File: src/core/cwm_pkg.sv
// package for the calibration word map: field positions, register indices, types
// assumes a single 50 MHz clock domain and a plain register port
package cwm_pkg;

  localparam int unsigned CWM_WORD_W = 188;
  localparam int unsigned CWM_CAL_W = 11;
  localparam int unsigned CWM_TRIM_W = 5;
  localparam int unsigned CWM_BYTE_W = 8;
  localparam int unsigned CWM_ADDR_W = 5;
  localparam int unsigned CWM_DATA_W = 16;

  // field low bit positions in the stored word
  localparam int unsigned CWM_TOP_LSB = 183;
  localparam int unsigned CWM_CURRENT_SOURCE_TRIM_LSB = 178;
  localparam int unsigned CWM_AMP_OFFSET_TRIM_LSB = 173;
  localparam int unsigned CWM_REFERENCE_VOLTAGE_TRIM_LSB = 168;
  localparam int unsigned CWM_REFERENCE_TEMPCO_TRIM_LSB = 163;
  localparam int unsigned CWM_G6I_LSB = 152;
  localparam int unsigned CWM_G24I_LSB = 141;
  localparam int unsigned CWM_G50I_LSB = 130;
  localparam int unsigned CWM_G100I_LSB = 119;
  localparam int unsigned CWM_G24F_LSB = 108;
  localparam int unsigned CWM_SPA_LSB = 97;
  localparam int unsigned CWM_SPB_LSB = 86;
  localparam int unsigned CWM_G1F_LSB = 75;
  localparam int unsigned CWM_G100F_LSB = 64;
  localparam int unsigned CWM_TEMPF_LSB = 53;
  localparam int unsigned CWM_CSUM_LSB = 44;
  localparam int unsigned CWM_CSUM_FLD_W = 9;
  localparam int unsigned CWM_CSUM_W = 8;
  localparam int unsigned CWM_CLK_LSB = 35;
  localparam int unsigned CWM_CLK_FLD_W = 9;
  localparam int unsigned CWM_CLK_W = 6;
  localparam int unsigned CWM_T23_LSB = 24;
  localparam int unsigned CWM_SNH_LSB = 16;
  localparam int unsigned CWM_SNM_LSB = 8;
  localparam int unsigned CWM_SNL_LSB = 0;

  // oscillator base frequency in kHz
  localparam logic [CWM_DATA_W-1:0] CWM_OSC_BASE_KHZ = 16'h00F0;
  localparam logic [2:0] CWM_CLK_ONES = 3'h7;

  // register indices on the read port
  localparam logic [CWM_ADDR_W-1:0] CWM_R_TOP = 5'h00;
  localparam logic [CWM_ADDR_W-1:0] CWM_R_CURRENT_SOURCE_TRIM = 5'h01;
  localparam logic [CWM_ADDR_W-1:0] CWM_R_AMP_OFFSET_TRIM = 5'h02;
  localparam logic [CWM_ADDR_W-1:0] CWM_R_REFERENCE_VOLTAGE_TRIM = 5'h03;
  localparam logic [CWM_ADDR_W-1:0] CWM_R_REFERENCE_TEMPCO_TRIM = 5'h04;
  localparam logic [CWM_ADDR_W-1:0] CWM_R_G6I = 5'h05;
  localparam logic [CWM_ADDR_W-1:0] CWM_R_G24I = 5'h06;
  localparam logic [CWM_ADDR_W-1:0] CWM_R_G50I = 5'h07;
  localparam logic [CWM_ADDR_W-1:0] CWM_R_G100I = 5'h08;
  localparam logic [CWM_ADDR_W-1:0] CWM_R_G24F = 5'h09;
  localparam logic [CWM_ADDR_W-1:0] CWM_R_SPA = 5'h0A;
  localparam logic [CWM_ADDR_W-1:0] CWM_R_SPB = 5'h0B;
  localparam logic [CWM_ADDR_W-1:0] CWM_R_G1F = 5'h0C;
  localparam logic [CWM_ADDR_W-1:0] CWM_R_G100F = 5'h0D;
  localparam logic [CWM_ADDR_W-1:0] CWM_R_TEMPF = 5'h0E;
  localparam logic [CWM_ADDR_W-1:0] CWM_R_CSUM = 5'h0F;
  localparam logic [CWM_ADDR_W-1:0] CWM_R_CLK = 5'h10;
  localparam logic [CWM_ADDR_W-1:0] CWM_R_T23 = 5'h11;
  localparam logic [CWM_ADDR_W-1:0] CWM_R_SNH = 5'h12;
  localparam logic [CWM_ADDR_W-1:0] CWM_R_SNM = 5'h13;
  localparam logic [CWM_ADDR_W-1:0] CWM_R_SNL = 5'h14;
  localparam logic [CWM_ADDR_W-1:0] CWM_R_STATUS = 5'h15;
  localparam logic [CWM_ADDR_W-1:0] CWM_R_CTRL = 5'h16;
  localparam logic [CWM_ADDR_W-1:0] CWM_R_OSC = 5'h17;

  // status bits
  localparam int unsigned CWM_ST_CSUM = 0;
  localparam int unsigned CWM_ST_POR = 1;
  localparam int unsigned CWM_ST_VALID = 2;
  // control bits
  localparam int unsigned CWM_CT_LOAD = 0;
  localparam int unsigned CWM_CT_CLR = 1;

  typedef struct packed {
    logic [CWM_ADDR_W-1:0] addr;
    logic [CWM_DATA_W-1:0] wdata;
    logic wr;
    logic rd;
  } cwm_bus_req_t;

  typedef struct packed {
    logic [CWM_TRIM_W-1:0] current_source;
    logic [CWM_TRIM_W-1:0] amp_offset;
    logic [CWM_TRIM_W-1:0] ref_voltage;
    logic [CWM_TRIM_W-1:0] ref_tempco;
  } cwm_trim_t;

  typedef enum logic [2:0] {
    CWM_IDLE = 3'b001,
    CWM_CHECK = 3'b010,
    CWM_DONE = 3'b100
  } cwm_state_t;

endpackage : cwm_pkg

File: src/core/cwm_calibration_word_map.v.sv
// calibration word map: latches the stored word, checks it, serves fields on a register port
// assumes the stored word is stable in the idle cycle after reset or a load request, when it is latched, and comes from the same clock domain
// Notes on behaviour
// RULE1 - four gain/current words at bits 162..119
// RULE2 - gain-100 current word must be zero
// RULE3 - gain-24 factor at bits 118..108
// RULE4 - gain-1 at 85..75, gain-100 at 74..64
// RULE5 - temperature slope factor at bits 63..53
// RULE6 - 8-bit checksum in low bits 51..44
// RULE7 - checksum equals sum of non-checksum bits
// RULE8 - 6-bit clock trim, upper three read ones
// RULE9 - oscillator kHz equals 240 plus trim
// RULE10 - reading at 23 C at bits 34..24
// RULE11 - serial number bytes at 23..0
// RULE12 - calibration procedure writes gain fields externally
// RULE13 - subfields msb-first, contiguous descending bits
// RULE14 - flag checksum mismatch and nonzero gain-100 word
//
// Our own choices: strobed register access and the register addresses.
`timescale 1ns/1ps
`default_nettype none

module cwm_calibration_word_map
  import cwm_pkg::*;
(
  // clock and reset
  input wire logic ref_clk_i,
  input wire logic rst_n_i,
  // stored word from the nonvolatile array, written by calibration
  input wire logic [CWM_WORD_W-1:0] stored_word_i, // see RULE12
  // register port
  input wire cwm_bus_req_t bus_i,
  output logic [CWM_DATA_W-1:0] rdata_o,
  // decoded trims and status
  output cwm_trim_t trim_group_o,
  output logic [CWM_CLK_W-1:0] clock_trim_number_o,
  output logic csum_err_o,
  output logic por_err_o,
  output logic word_valid_o
);

  ////////////////////////////////////////////////////////////////////////////
  // field helpers

  function automatic logic [CWM_CAL_W-1:0] cal_at(input logic [CWM_WORD_W-1:0] w, input int unsigned lsb);
    cal_at = w[lsb +: CWM_CAL_W]; // see RULE13
  endfunction : cal_at

  function automatic logic [CWM_DATA_W-1:0] pad(input logic [CWM_CAL_W-1:0] v);
    pad = {{(CWM_DATA_W-CWM_CAL_W){1'b0}}, v};
  endfunction : pad

  // sum of every bit outside the checksum field, kept to 8 bits
  function automatic logic [CWM_CSUM_W-1:0] bit_sum(input logic [CWM_WORD_W-1:0] w);
    logic [CWM_CSUM_W-1:0] s;
    s = '0;
    for (int unsigned i = 0; i < CWM_WORD_W; i++) begin
      if (i < CWM_CSUM_LSB || i >= CWM_CSUM_LSB + CWM_CSUM_W) begin
        s = s + {{(CWM_CSUM_W-1){1'b0}}, w[i]}; // see RULE7
      end
    end
    bit_sum = s;
  endfunction : bit_sum

  ////////////////////////////////////////////////////////////////////////////
  // state

  cwm_state_t state_r, state_nxt;
  logic [CWM_WORD_W-1:0] word_r, word_nxt;
  logic csum_err_r, csum_err_nxt;
  logic por_err_r, por_err_nxt;
  logic valid_r, valid_nxt;
  logic [CWM_DATA_W-1:0] rdata_r, rdata_nxt;
  cwm_trim_t trim_r, trim_nxt;
  logic [CWM_CLK_W-1:0] clk_trim_r, clk_trim_nxt;
  logic load_req;
  logic clr_req;
  logic [CWM_CSUM_W-1:0] csum_stored;
  logic [CWM_CAL_W-1:0] g100i;

  assign load_req = bus_i.wr && bus_i.addr == CWM_R_CTRL && bus_i.wdata[CWM_CT_LOAD];
  assign clr_req = bus_i.wr && bus_i.addr == CWM_R_CTRL && bus_i.wdata[CWM_CT_CLR];
  assign csum_stored = word_r[CWM_CSUM_LSB +: CWM_CSUM_W]; // see RULE6
  assign g100i = cal_at(word_r, CWM_G100I_LSB); // see RULE2

  ////////////////////////////////////////////////////////////////////////////
  // load and check sequence

  always_comb begin
    state_nxt = state_r;
    word_nxt = word_r;
    csum_err_nxt = csum_err_r;
    por_err_nxt = por_err_r;
    valid_nxt = valid_r;
    trim_nxt = trim_r;
    clk_trim_nxt = clk_trim_r;
    if (clr_req) begin
      csum_err_nxt = 1'b0;
      por_err_nxt = 1'b0;
    end
    case (state_r)
      CWM_IDLE: begin
        state_nxt = CWM_CHECK;
        word_nxt = stored_word_i;
        valid_nxt = 1'b0;
      end
      CWM_CHECK: begin
        // set wins over a clear in the same cycle
        if (bit_sum(word_r) != csum_stored) begin
          csum_err_nxt = 1'b1; // see RULE14
        end
        if (g100i != '0) begin
          por_err_nxt = 1'b1; // see RULE14
        end
        trim_nxt.current_source = word_r[CWM_CURRENT_SOURCE_TRIM_LSB +: CWM_TRIM_W];
        trim_nxt.amp_offset = word_r[CWM_AMP_OFFSET_TRIM_LSB +: CWM_TRIM_W];
        trim_nxt.ref_voltage = word_r[CWM_REFERENCE_VOLTAGE_TRIM_LSB +: CWM_TRIM_W];
        trim_nxt.ref_tempco = word_r[CWM_REFERENCE_TEMPCO_TRIM_LSB +: CWM_TRIM_W];
        clk_trim_nxt = word_r[CWM_CLK_LSB +: CWM_CLK_W]; // see RULE8
        valid_nxt = 1'b1;
        state_nxt = CWM_DONE;
      end
      CWM_DONE: begin
        if (load_req) begin
          state_nxt = CWM_IDLE;
        end
      end
      default: begin
        state_nxt = CWM_IDLE;
      end
    endcase
  end

  always_ff @(posedge ref_clk_i) begin
    if (!rst_n_i) begin
      state_r <= CWM_IDLE;
      word_r <= '0;
      csum_err_r <= 1'b0;
      por_err_r <= 1'b0;
      valid_r <= 1'b0;
      trim_r <= '0;
      clk_trim_r <= '0;
    end else begin
      state_r <= state_nxt;
      word_r <= word_nxt;
      csum_err_r <= csum_err_nxt;
      por_err_r <= por_err_nxt;
      valid_r <= valid_nxt;
      trim_r <= trim_nxt;
      clk_trim_r <= clk_trim_nxt;
    end
  end

  ////////////////////////////////////////////////////////////////////////////
  // register read port

  always_comb begin
    rdata_nxt = '0;
    if (bus_i.rd) begin
      case (bus_i.addr)
        CWM_R_TOP: rdata_nxt = {11'h000, word_r[CWM_TOP_LSB +: CWM_TRIM_W]};
        CWM_R_CURRENT_SOURCE_TRIM: rdata_nxt = {11'h000, word_r[CWM_CURRENT_SOURCE_TRIM_LSB +: CWM_TRIM_W]};
        CWM_R_AMP_OFFSET_TRIM: rdata_nxt = {11'h000, word_r[CWM_AMP_OFFSET_TRIM_LSB +: CWM_TRIM_W]};
        CWM_R_REFERENCE_VOLTAGE_TRIM: rdata_nxt = {11'h000, word_r[CWM_REFERENCE_VOLTAGE_TRIM_LSB +: CWM_TRIM_W]};
        CWM_R_REFERENCE_TEMPCO_TRIM: rdata_nxt = {11'h000, word_r[CWM_REFERENCE_TEMPCO_TRIM_LSB +: CWM_TRIM_W]};
        CWM_R_G6I: rdata_nxt = pad(cal_at(word_r, CWM_G6I_LSB)); // see RULE1
        CWM_R_G24I: rdata_nxt = pad(cal_at(word_r, CWM_G24I_LSB)); // see RULE1
        CWM_R_G50I: rdata_nxt = pad(cal_at(word_r, CWM_G50I_LSB)); // see RULE1
        CWM_R_G100I: rdata_nxt = pad(g100i); // see RULE1
        CWM_R_G24F: rdata_nxt = pad(cal_at(word_r, CWM_G24F_LSB)); // see RULE3
        CWM_R_SPA: rdata_nxt = pad(cal_at(word_r, CWM_SPA_LSB));
        CWM_R_SPB: rdata_nxt = pad(cal_at(word_r, CWM_SPB_LSB));
        CWM_R_G1F: rdata_nxt = pad(cal_at(word_r, CWM_G1F_LSB)); // see RULE4
        CWM_R_G100F: rdata_nxt = pad(cal_at(word_r, CWM_G100F_LSB)); // see RULE4
        CWM_R_TEMPF: rdata_nxt = pad(cal_at(word_r, CWM_TEMPF_LSB)); // see RULE5
        CWM_R_CSUM: rdata_nxt = {7'h00, word_r[CWM_CSUM_LSB +: CWM_CSUM_FLD_W]}; // see RULE6
        // upper three bits of the clock field always read as ones
        CWM_R_CLK: rdata_nxt = {7'h00, CWM_CLK_ONES, word_r[CWM_CLK_LSB +: CWM_CLK_W]}; // see RULE8
        CWM_R_T23: rdata_nxt = pad(cal_at(word_r, CWM_T23_LSB)); // see RULE10
        CWM_R_SNH: rdata_nxt = {8'h00, word_r[CWM_SNH_LSB +: CWM_BYTE_W]}; // see RULE11
        CWM_R_SNM: rdata_nxt = {8'h00, word_r[CWM_SNM_LSB +: CWM_BYTE_W]}; // see RULE11
        CWM_R_SNL: rdata_nxt = {8'h00, word_r[CWM_SNL_LSB +: CWM_BYTE_W]}; // see RULE11
        CWM_R_STATUS: begin
          rdata_nxt[CWM_ST_CSUM] = csum_err_r;
          rdata_nxt[CWM_ST_POR] = por_err_r;
          rdata_nxt[CWM_ST_VALID] = valid_r;
        end
        CWM_R_OSC: rdata_nxt = CWM_OSC_BASE_KHZ + {10'h000, clk_trim_r}; // see RULE9
        default: rdata_nxt = '0;
      endcase
    end
  end

  always_ff @(posedge ref_clk_i) begin
    if (!rst_n_i) begin
      rdata_r <= '0;
    end else begin
      rdata_r <= rdata_nxt;
    end
  end

  assign rdata_o = rdata_r;
  assign trim_group_o = trim_r;
  assign clock_trim_number_o = clk_trim_r;
  assign csum_err_o = csum_err_r;
  assign por_err_o = por_err_r;
  assign word_valid_o = valid_r;

endmodule : cwm_calibration_word_map

`default_nettype wire

File: config.mk
export PLATFORM = sky130hd
export DESIGN_NAME = cwm_calibration_word_map
export DESIGN_NICKNAME = d
export VERILOG_FILES = /design/src/core/cwm_pkg.sv /design/src/core/cwm_calibration_word_map.v.sv
export SDC_FILE = /design/constraint.sdc
export NUM_CORES = 1
export LEC_CHECK = 0
export BUFFER_PORTS_ARGS = -buffer_cell sky130_fd_sc_hd__buf_2
export CORE_ASPECT_RATIO = 2
export CORE_MARGIN = 2
export CORE_UTILIZATION = 50
export CTS_BUF_LIST = sky130_fd_sc_hd__clkbuf_4 sky130_fd_sc_hd__clkbuf_8
export DETAILED_ROUTE_END_ITERATION = 8
export MAX_ROUTING_LAYER = met4
export PLACE_DENSITY = 0.67
export SLEW_MARGIN = 30
export SYNTH_ARGS = -nofsm -noshare
export SYNTH_HDL_FRONTEND = slang
export SYNTH_SLANG_ARGS = --single-unit
File: constraint.sdc
create_clock -name ref_clk_i -period 86.9 [get_ports ref_clk_i]
set_input_delay 4.345 -clock ref_clk_i [delete_from_list [all_inputs] [get_ports ref_clk_i]]
set_output_delay 4.345 -clock ref_clk_i [all_outputs]
set_load 0.02 [all_outputs]
### Word-level counts from Yosys, hierarchy flattened

Cells that the tools add are included.

| cells by class | value |
|---|---|
| $add $sub $neg | 180 |
| eq/ne operators | 28 |
| multiplexer cells | 191 |
| reduce and logical (&&, ||, !) cells | 7 |

Operator list:

| kind | count |
|---|---|
| 8-bit 2-to-1 mux | 180 |
| 8-bit by 1-bit adder with 8-bit output | 179 |
| 8-bit case mux with 22 select lines | 1 |
| 3-bit case mux with 23 select lines | 1 |
| 5-bit by 4-bit == test with 1-bit output (second input constant) | 8 |
| 5-bit == test (second input constant) | 8 |
| 5-bit by 3-bit == test with 1-bit output (second input constant) | 4 |
| 11-bit nonzero test | 1 |
| 5-bit by 2-bit == test with 1-bit output (second input constant) | 2 |
| 8-bit by 6-bit adder with 9-bit output (first input constant) | 1 |
| 3-bit case mux with 3 select lines | 1 |
| 8-bit != test | 1 |
| 1-bit 2-to-1 mux | 6 |
| 5-bit by 1-bit == test with 1-bit output (second input constant) | 1 |
| 5-bit logical NOT | 1 |
| 3-bit by 1-bit == test with 1-bit output (second input constant) | 1 |
| 3-bit by 2-bit == test with 1-bit output (second input constant) | 1 |
| 3-bit == test (second input constant) | 1 |
| 1-bit logical AND | 3 |
| 3-bit 2-to-1 mux | 1 |
| 2-bit != test (second input constant) | 1 |
| 1-bit case mux with 2 select lines | 1 |
| 2-bit AND reduction | 1 |
| 2-bit nonzero test | 1 |

| storage, ports and cells | value |
|---|---|
| bits in registers | 236 |
| input bits | 213 |
| output and inout bits | 45 |
| word-level logic and storage cells | 417 |

### Depth between registers and ports, before layout

Gate-level depths: netlist (run 1).

| logic depth | value |
|---|---|
| depth after elaboration | 363 |
| depth in mapped cells | 195 |
| gate-level depth less buffers | 194 |

### Least setup slack after synthesis (run 1)

No wires, ideal clock.

| path | value |
|---|---|
| path kind | flip-flop to flip-flop |
| start | register word_r[0] |
| end | register csum_err_r, in the netlist csum_err_o |
| library setup time | 116 ps |
| arrival time | 59054 ps |
| required time | 86784 ps |
| slack | 27731 ps |
| stages on the path, launching flop included | 192 |
| buffers on the path | 0 |
| period minus slack after synthesis | 59169 ps |
| cells stage by stage | dfxtp_1 fa_1 ha_1 fa_1 xnor2_1 xnor2_1 ha_1 ha_1 ha_1 ha_1 ha_1 ha_1 ha_1 ha_1 ha_1 ha_1 ha_1 ha_1 [156 not listed] xnor2_1 xnor2_1 xor2_1 xor2_1 and3_1 xor2_1 xor2_1 and3_1 xor2_1 nand2b_1 nor3_1 xnor2_1 xor2_1 nor2b_1 a21oi_1 or3_1 mux2i_1 nor2_1 |

| on the way | value |
|---|---|
| cells in the longest elaborated chain, start to end | 362 |

RTL lines:

| element | line | source |
|---|---|---|
| start, declared | cwm_calibration_word_map.v.sv:69 | `logic [CWM_WORD_W-1:0] word_r, word_nxt;` |
| start signal, assigned | cwm_calibration_word_map.v.sv:145 | `word_r <= word_nxt;` |
| 8-bit 2-to-1 mux | cwm_calibration_word_map.v.sv:101 | `case (state_r)` |
| 8-bit by 1-bit adder with 8-bit output | cwm_calibration_word_map.v.sv:59 | `s = s + {{(CWM_CSUM_W-1){1'b0}}, w[i]};` |
| 8-bit 2-to-1 mux | cwm_calibration_word_map.v.sv:101 |  |
| 8-bit by 1-bit adder with 8-bit output | cwm_calibration_word_map.v.sv:59 |  |
| 8-bit 2-to-1 mux | cwm_calibration_word_map.v.sv:101 |  |
| 8-bit by 1-bit adder with 8-bit output | cwm_calibration_word_map.v.sv:59 |  |
| 8-bit 2-to-1 mux | cwm_calibration_word_map.v.sv:101 |  |
| 8-bit by 1-bit adder with 8-bit output | cwm_calibration_word_map.v.sv:59 |  |
| [346 not listed] | -- |  |
| 8-bit 2-to-1 mux | cwm_calibration_word_map.v.sv:101 |  |
| 8-bit by 1-bit adder with 8-bit output | cwm_calibration_word_map.v.sv:59 |  |
| 8-bit 2-to-1 mux | cwm_calibration_word_map.v.sv:101 |  |
| 8-bit by 1-bit adder with 8-bit output | cwm_calibration_word_map.v.sv:59 |  |
| 8-bit 2-to-1 mux | cwm_calibration_word_map.v.sv:101 |  |
| 8-bit != test | cwm_calibration_word_map.v.sv:109 | `if (bit_sum(word_r) != csum_stored) begin` |
| 1-bit 2-to-1 mux | cwm_calibration_word_map.v.sv:109 |  |
| 1-bit 2-to-1 mux | cwm_calibration_word_map.v.sv:101 |  |
| end signal, assigned | cwm_calibration_word_map.v.sv:146 | `csum_err_r <= csum_err_nxt;` |
| end, declared | cwm_calibration_word_map.v.sv:70 | `logic csum_err_r, csum_err_nxt;` |

No other way between the ends. The select of a mux whose other input is x is not followed.
A chain may end at the register's enable or synchronous reset.

### Worst setup path in the final report (run 1)

| path | value |
|---|---|
| start | register word_r[1] |
| end | register csum_err_r, in the netlist csum_err_o |

| on the way | value |
|---|---|
| cells in the longest elaborated chain, start to end | 361 |

RTL lines:

| element | line |
|---|---|
| 8-bit by 1-bit adder with 8-bit output | cwm_calibration_word_map.v.sv:59 |
| 8-bit 2-to-1 mux | cwm_calibration_word_map.v.sv:101 |
| 8-bit by 1-bit adder with 8-bit output | cwm_calibration_word_map.v.sv:59 |
| 8-bit 2-to-1 mux | cwm_calibration_word_map.v.sv:101 |
| 8-bit by 1-bit adder with 8-bit output | cwm_calibration_word_map.v.sv:59 |
| 8-bit 2-to-1 mux | cwm_calibration_word_map.v.sv:101 |
| 8-bit by 1-bit adder with 8-bit output | cwm_calibration_word_map.v.sv:59 |
| 8-bit 2-to-1 mux | cwm_calibration_word_map.v.sv:101 |
| [345 not listed] | -- |
| 8-bit 2-to-1 mux | cwm_calibration_word_map.v.sv:101 |
| 8-bit by 1-bit adder with 8-bit output | cwm_calibration_word_map.v.sv:59 |
| 8-bit 2-to-1 mux | cwm_calibration_word_map.v.sv:101 |
| 8-bit by 1-bit adder with 8-bit output | cwm_calibration_word_map.v.sv:59 |
| 8-bit 2-to-1 mux | cwm_calibration_word_map.v.sv:101 |
| 8-bit != test | cwm_calibration_word_map.v.sv:109 |
| 1-bit 2-to-1 mux | cwm_calibration_word_map.v.sv:109 |
| 1-bit 2-to-1 mux | cwm_calibration_word_map.v.sv:101 |

No other way between the ends. The select of a mux whose other input is x is not followed.

==> results summary, run 1 <==
The number of instances resized during post-cts repair is 0. The routed length per placed instance came out at 23.5 µm. The synthesized netlist cell count came out at 5822. The global placement routability congestion came out at 1.02. The count of pins on the block boundary came out at 258. Entering global routing, the biggest net connects 130 pins. STA classifies the critical path endpoint as a register. The initial cell density of the core came out at 0.503. The die outline width is 220 µm. The total clock sinks is 231. In the final design database the tool counted 6492 nets.

The number of global-route vias before repair is 43600. The critical path required time came out at 87.39 ns. In this run, CTS created clock tree buffers numbering 39. The relative slew slack is 0.286. The sequential element share of the synthesized area came out at 0.0993. Dividing the final minimum period by the clock period gives 0.740.

After detailed routing, the number of remaining DRC violations is 0. The total half-perimeter wirelength after legalization and detailed placement came out at 141000 µm. The synthesized area per cell came out at 8.00 µm².

The minimum hold slack came out at 0.461 ns. The clock latency on the worst-skew pair came out at 0.66 ns. The largest fanout of any net on the critical path came out at 8. The post-detailed-routing wire length came out at 168000 µm. Counting I/O delays and the setup requirement, the final critical path takes 64.29 ns. Summed over all failing endpoints, the final setup total negative slack is 0 ns. The final setup violation count is 0.

For this run the aggregate overflow at the end of global routing stands at 0. The number of enable-type register cells in the synthesized netlist is 0. In this design, the critical path's most frequently occurring cell is ha_1. The total global-route track usage came out at 0.352. The worst-path cell with the longest stage delay is fa_1. Setup repair after global routing left no endpoint under its margin. The final count of hold timing violations is 0. For this design, the CTS-stage hold fixing added 0 buffers. The run finished with clean final reports.

The via count is 44300. After synthesis the cells add up to 46600 µm². The achievable clock frequency came out at 0.0156 GHz.

The area of the die is 95700 µm². The initial detailed-routing violation count is 3420. Buffers placed on the I/O ports in this run total 238. The buffer count from post-CTS setup fixing is 0. The cell chosen for the clock root is clkbuf_8. The share of final-layout standard cells stronger than drive strength 1 came out at 0.0964. The cell area after layout came out at 49600 µm². The number of pins exceeding their max-slew limit in the final report is 0. The pin slew with the least headroom to its limit came out at 1.07 ns. The setup path with the least slack is of type register to register. The initial antenna violation count came out at 17. The placeable core region is 92500 µm². The detailed-routing iteration count for the pre-antenna-repair pass came out at 6.

The class of the tightest hold or removal check is register to register. STA puts the critical path data arrival time at 64.79 ns. TritonCTS built the clock tree. Max-cap violations in this run came to 0. The average via count per standard cell came out at 6.18. The async set-or-reset flop fraction in the synthesized netlist is 0. The pre-CTS worst setup slack is 23.08 ns. The worst setup slack after layout came out at 22.61 ns.

The site row count came out at 158. In the synthesized netlist the dominant register cell turns out to be dfxtp_1. The global-route wire length before repair came out at 250000 µm. The category of the worst setup path launch point is a register.

For this run, the slowest stage of the critical path takes 0.53 ns. In this run the deepest clock path goes through 3 buffers. The H-tree generated during clock tree synthesis spans 2 levels.

The number of synthesis warnings is 0. Once detail routing completed, the nets flagged for antenna violations numbered 0. The clock slew seen by the registers of the worst setup and hold paths is 0.06 ns. Across the routed clock network, the largest skew measured is 0.0670 ns. Counting flops and latches in the post-synthesis netlist gives 231. The distinct cell type count of the synthesized netlist came out at 118. The filler cell count in the final layout came out at 9020. The instance area after placement came out at 48700 µm².

From synthesis to final layout, the design area changed by 6.53%. From bottom edge to top edge, the die measures 436 µm.
kinds of logic (layout without fill, tap and decap cells):
family	count (synthesis)	in the layout	share of synthesized area
DFF	231	231	0.0993
xor gates and xnor gates	1272	1272	0.330
other	1	26	0.0000805
muxes	166	166	0.0372
buffers and inverters	323	441	0.0287
and+or+nand+nor	2226	2226	0.225
adders and majority gates	385	385	0.102
AOI/OAI and AO/OA	1218	1218	0.178
cell usage in the layout (no fill, tap or decap), types with 60 or more instances in the layout:
| master | netlist | final |
|---|---|---|
| a21oi_1 | 217 | 217 |
| nor2_1 | 383 | 380 |
| xnor2_2 | 65 | 68 |
| xor2_1 | 283 | 283 |
| o21ai_0 | 253 | 252 |
| buf_2 | 24 | 237 |
| and3_1 | 94 | 94 |
| nand2_1 | 930 | 929 |
| a21boi_0 | 225 | 225 |
| nor3_1 | 136 | 135 |
| mux2i_1 | 134 | 134 |
| inv_1 | 95 | 95 |
| xnor3_1 | 174 | 174 |
| nand3_1 | 227 | 227 |
| dfxtp_1 | 231 | 231 |
| a22oi_1 | 75 | 75 |
| ha_1 | 358 | 358 |
| nor2b_1 | 60 | 60 |
| and2_1 | 96 | 95 |
| xnor2_1 | 660 | 657 |
cells in the mapped netlist, types with 25 or more instances:
cell / n / area (µm²)
nor3b_1: 46 / 345
o31ai_1: 30 / 225
a21oi_1: 217 / 1090
a22oi_1: 75 / 563
mux2i_1: 134 / 1340
nor2_1: 383 / 1440
a31oi_1: 45 / 282
nand3b_1: 26 / 195
maj3_1: 25 / 250
nand2b_1: 55 / 344
clkbuf_1: 170 / 638
a221oi_1: 29 / 254
dfxtp_1: 231 / 4620
xnor2_1: 660 / 5780
xor2_1: 283 / 2480
a211oi_1: 26 / 195
xnor3_1: 174 / 3920
nand3_1: 227 / 1140
nand2_1: 930 / 3490
inv_1: 95 / 357
xor3_1: 27 / 642
o21ai_0: 253 / 1270
nor4_1: 31 / 194
nor2b_1: 60 / 375
xnor2_2: 65 / 1060
ha_1: 358 / 4480
nor3_1: 136 / 681
o211ai_1: 30 / 225
and3_1: 94 / 588
and2_1: 96 / 601
a21boi_0: 225 / 1690
nand4_1: 29 / 181
o22ai_1: 41 / 257
metal layers:
metal	global-route usage	routed length, µm	vias up
li1	-	-	21000
met1	0.330	55500	20900
met2	0.627	85000	1678
met3	0.0551	11400	650
met4	0.276	16600	0
met5	-	0	-
critical path: cells and delay by family (launching register included):
kind	cells	cell delay, ns
mux	1	0.13
compound gates	1	0.05
xor+xnor	19	5.52
flops	1	0.52
fa+ha+maj	164	56.26
simple gates	7	1.53
final timing paths:
| kind | endpoint | cells past startpoint | start | slack, ns |
|---|---|---|---|---|
| min reg2reg | trim_group_o[8] | 2 | trim_group_o[8] | 0.46 |
| max | csum_err_o | 192 | word_r[1] | 22.61 |
| max reg2reg | csum_err_o | 192 | word_r[1] | 22.61 |
| min | trim_group_o[8] | 2 | trim_group_o[8] | 0.46 |
cell type report:
type	instances	area (µm²)	share of cell area
timing repair buffer	280	1520	0.0306
multi-input combinational	5272	40700	0.820
tap	1200	1500	0.0303
inverter	95	357	0.00719
clock buffer	52	684	0.0138
antenna	21	52.6	0.00106
clock inverter	14	179	0.00361
sequential	231	4620	0.0932
sequential cells by signal, summed over array words and instances (netlist names):
| signal | cells |
|---|---|
| state_r | 3 |
| word_valid_o | 1 |
| trim_group_o | 20 |
| word_r | 188 |
| rdata_o | 11 |
| csum_err_o | 1 |
| clock_trim_number_o | 6 |
| por_err_o | 1 |
through the flow:
step / utilization / instances
CTS: 0.535 / 7144
global route: 0.536 / 7159
floorplan: - / 5826
detailed placement: 0.526 / 7078
global placement: 0.526 / 7078
finish: 0.536 / 7165
Power of run 1 is left out: the tool's default activity adds up to more than one toggle a clock period on the data nets, which glitch-free logic cannot reach.
==> inputs of run 2 (changes only) <==
- PLACE_DENSITY: 0.67 -> 0.7
- clock period: 86.9 -> 59 ns (I/O delays scaled with it)
==> results summary, run 2 (same netlist as run 1, synthesis figures left out) <==
The worst setup path is of the register to register kind. The met2 wire length came out at 85600 µm. The routed design uses 11700 µm of met3 wire. The number of H-tree levels is 2. During I/O placement, the number of pins put on the boundary was 258. The relative slew slack came out at 0.280. The area of the die came out at 95700 µm². The total global-route track usage is 0.352. The tree built by TritonCTS fans out to 231 sinks. The cell that appears most often on the critical path is ha_1. The cell chosen for the clock root is clkbuf_8. The initial antenna violation count is 13. The final layout contains 6654 nets. At the end of routability-driven placement, the weighted congestion stood at 1.07.

Wires add up to 170000 µm. The reg-to-reg startpoint is word_r[0]. The final count of hold timing violations came out at 0. Once placement finished, the instance area stood at 49900 µm².

The register containing the most flip-flops in the final layout is word_r. The most frequent standard cell in the layout excluding fill and tap cells is nand2_1. The site row count came out at 158. The number of global-route vias before repair is 44900. Entering global routing, the biggest net connects 116 pins.

The detailed-route DRC error count is 0. The routed length per placed instance is 23.2 µm. For this design, the slowest cell found on the critical path is fa_1. In the final layout, the share of cells above drive strength 1 is 0.129.

The placeable core region came out at 92500 µm². For this configuration, the core starts out at a cell density of 0.503. Summing all non-filler instances in the final layout gives an area of 51500 µm². TritonCTS built the clock tree. The global-route wire length before repair is 251000 µm.

For the final database, setup skew stands at 0.0895 ns. Leaving out fill and tap cells, the most frequent cells in the layout are nand2_1, xnor2_1, nor2_1. The count of buffers from port buffering came out at 238.

The total half-perimeter wirelength after legalization and detailed placement came out at 141000 µm. The total grt overflow is 0. The layout overhead on the synthesized area came out at 10.6%.

The wire length on met1 is 56200 µm. The clock slew seen by the registers of the worst setup and hold paths is 0.06 ns. The initial detailed-routing violation count came out at 3406. The deepest clock path buffer count is 3. The worst path needs 56.97 ns of the cycle, external delays included.

The startpoint identified for the worst hold timing path is trim_group_o[13]. The stage delay of the slowest cell on the critical path is 0.48 ns. The worst hold path belongs to the class register to register.

The average via count per standard cell came out at 6.22. The critical path required time is 59.51 ns. The flow ran to the end, and the final reports show no timing, DRC or antenna violations. The final setup violation count came out at 0.

Buffers added to address setup during post-CTS repair amount to 0. The arrival time at the worst endpoint came out at 57.48 ns. The final route contains 45600 vias. The final antenna-violating net count came out at 0. The final cycle utilization of the critical path came out at 0.966. The first TritonRoute pass finished after 6 iterations.

STA classifies the critical path endpoint as a register. The largest fanout of any net on the critical path is 5. Buffers inserted during clock tree synthesis total 40.

The number of max-cap violations came out at 0. The register with the most flip-flops in the layout has 188 of them. From left edge to right edge, the die measures 220 µm. The die height is 436 µm. Tracing the worst setup path back leads to its startpoint at word_r[0].

The clock latency on the worst-skew pair is 0.66 ns. The number of pins exceeding their max-slew limit in the final report is 0. After detailed routing, no signal wire sits above met4. The pin slew with the least headroom to its limit is 1.08 ns. The total of hold buffers inserted after clock tree synthesis came out at 0.

STA classifies the critical path startpoint as a register. Based on the critical path, the design can be clocked at up to 0.0176 GHz.
[run 2: worst paths after layout]
check                           slack (ns)                to  depth (start not counted)
worst min register to register        0.46  trim_group_o[13]                          2
worst max register to register        2.03        csum_err_o                        191
worst min-delay path                  0.46  trim_group_o[13]                          2
worst max-delay path                  2.03        csum_err_o                        191
[run 2: per-stage QoR]
| step | hold slack (ns) | TNS (ns) | instances | worst slack (ns) | util |
|---|---|---|---|---|---|
| floorplan | 0.448 | 0 | 5826 | 0.0117 | - |
| global placement | 0.451 | -0.842 | 7239 | -0.842 | 0.539 |
| detailed placement | 0.458 | -1.43 | 7239 | -1.43 | 0.539 |
| CTS | 0.466 | 0 | 7308 | 0.0485 | 0.552 |
| global route | 0.487 | -0.00747 | 7320 | -0.00747 | 0.556 |
| finish | 0.461 | 0 | 7323 | 2.03 | 0.556 |
[run 2: timing repair]
action | CTS | global route
endpoints found under the setup margin | 1 | 1
gates resized for setup | 24 | 28
pin swaps | 3 | 3
[run 2: per-layer routing]
| layer | global-route usage | up-vias |
|---|---|---|
| li1 | - | 21300 |
| met1 | 0.337 | 21700 |
| met2 | 0.623 | 1916 |
| met3 | 0.0510 | 723 |
| met4 | 0.274 | 0 |
| met5 | - | - |
[run 2: critical path: cells and delay by family (launching register included)]
family                     cells  cell delay (ns)
AOI/OAI and AO/OA              3             0.30
DFF                            1             0.33
and+or+nand+nor                5             0.97
xor gates and xnor gates       4             0.85
muxes                          2             0.29
adders and majority gates    177            54.07
[run 2: area by class of cell]
class | instances | area, µm²
antenna | 15 | 37.5
clock buffer | 61 | 771
clock inverter | 8 | 149
fill | 8736 | 41000
inverter | 95 | 357
multi-input combinational | 5272 | 41300
sequential | 231 | 4620
tap | 1200 | 1500
timing repair buffer | 441 | 2730
Power of run 2 is left out for the same reason.
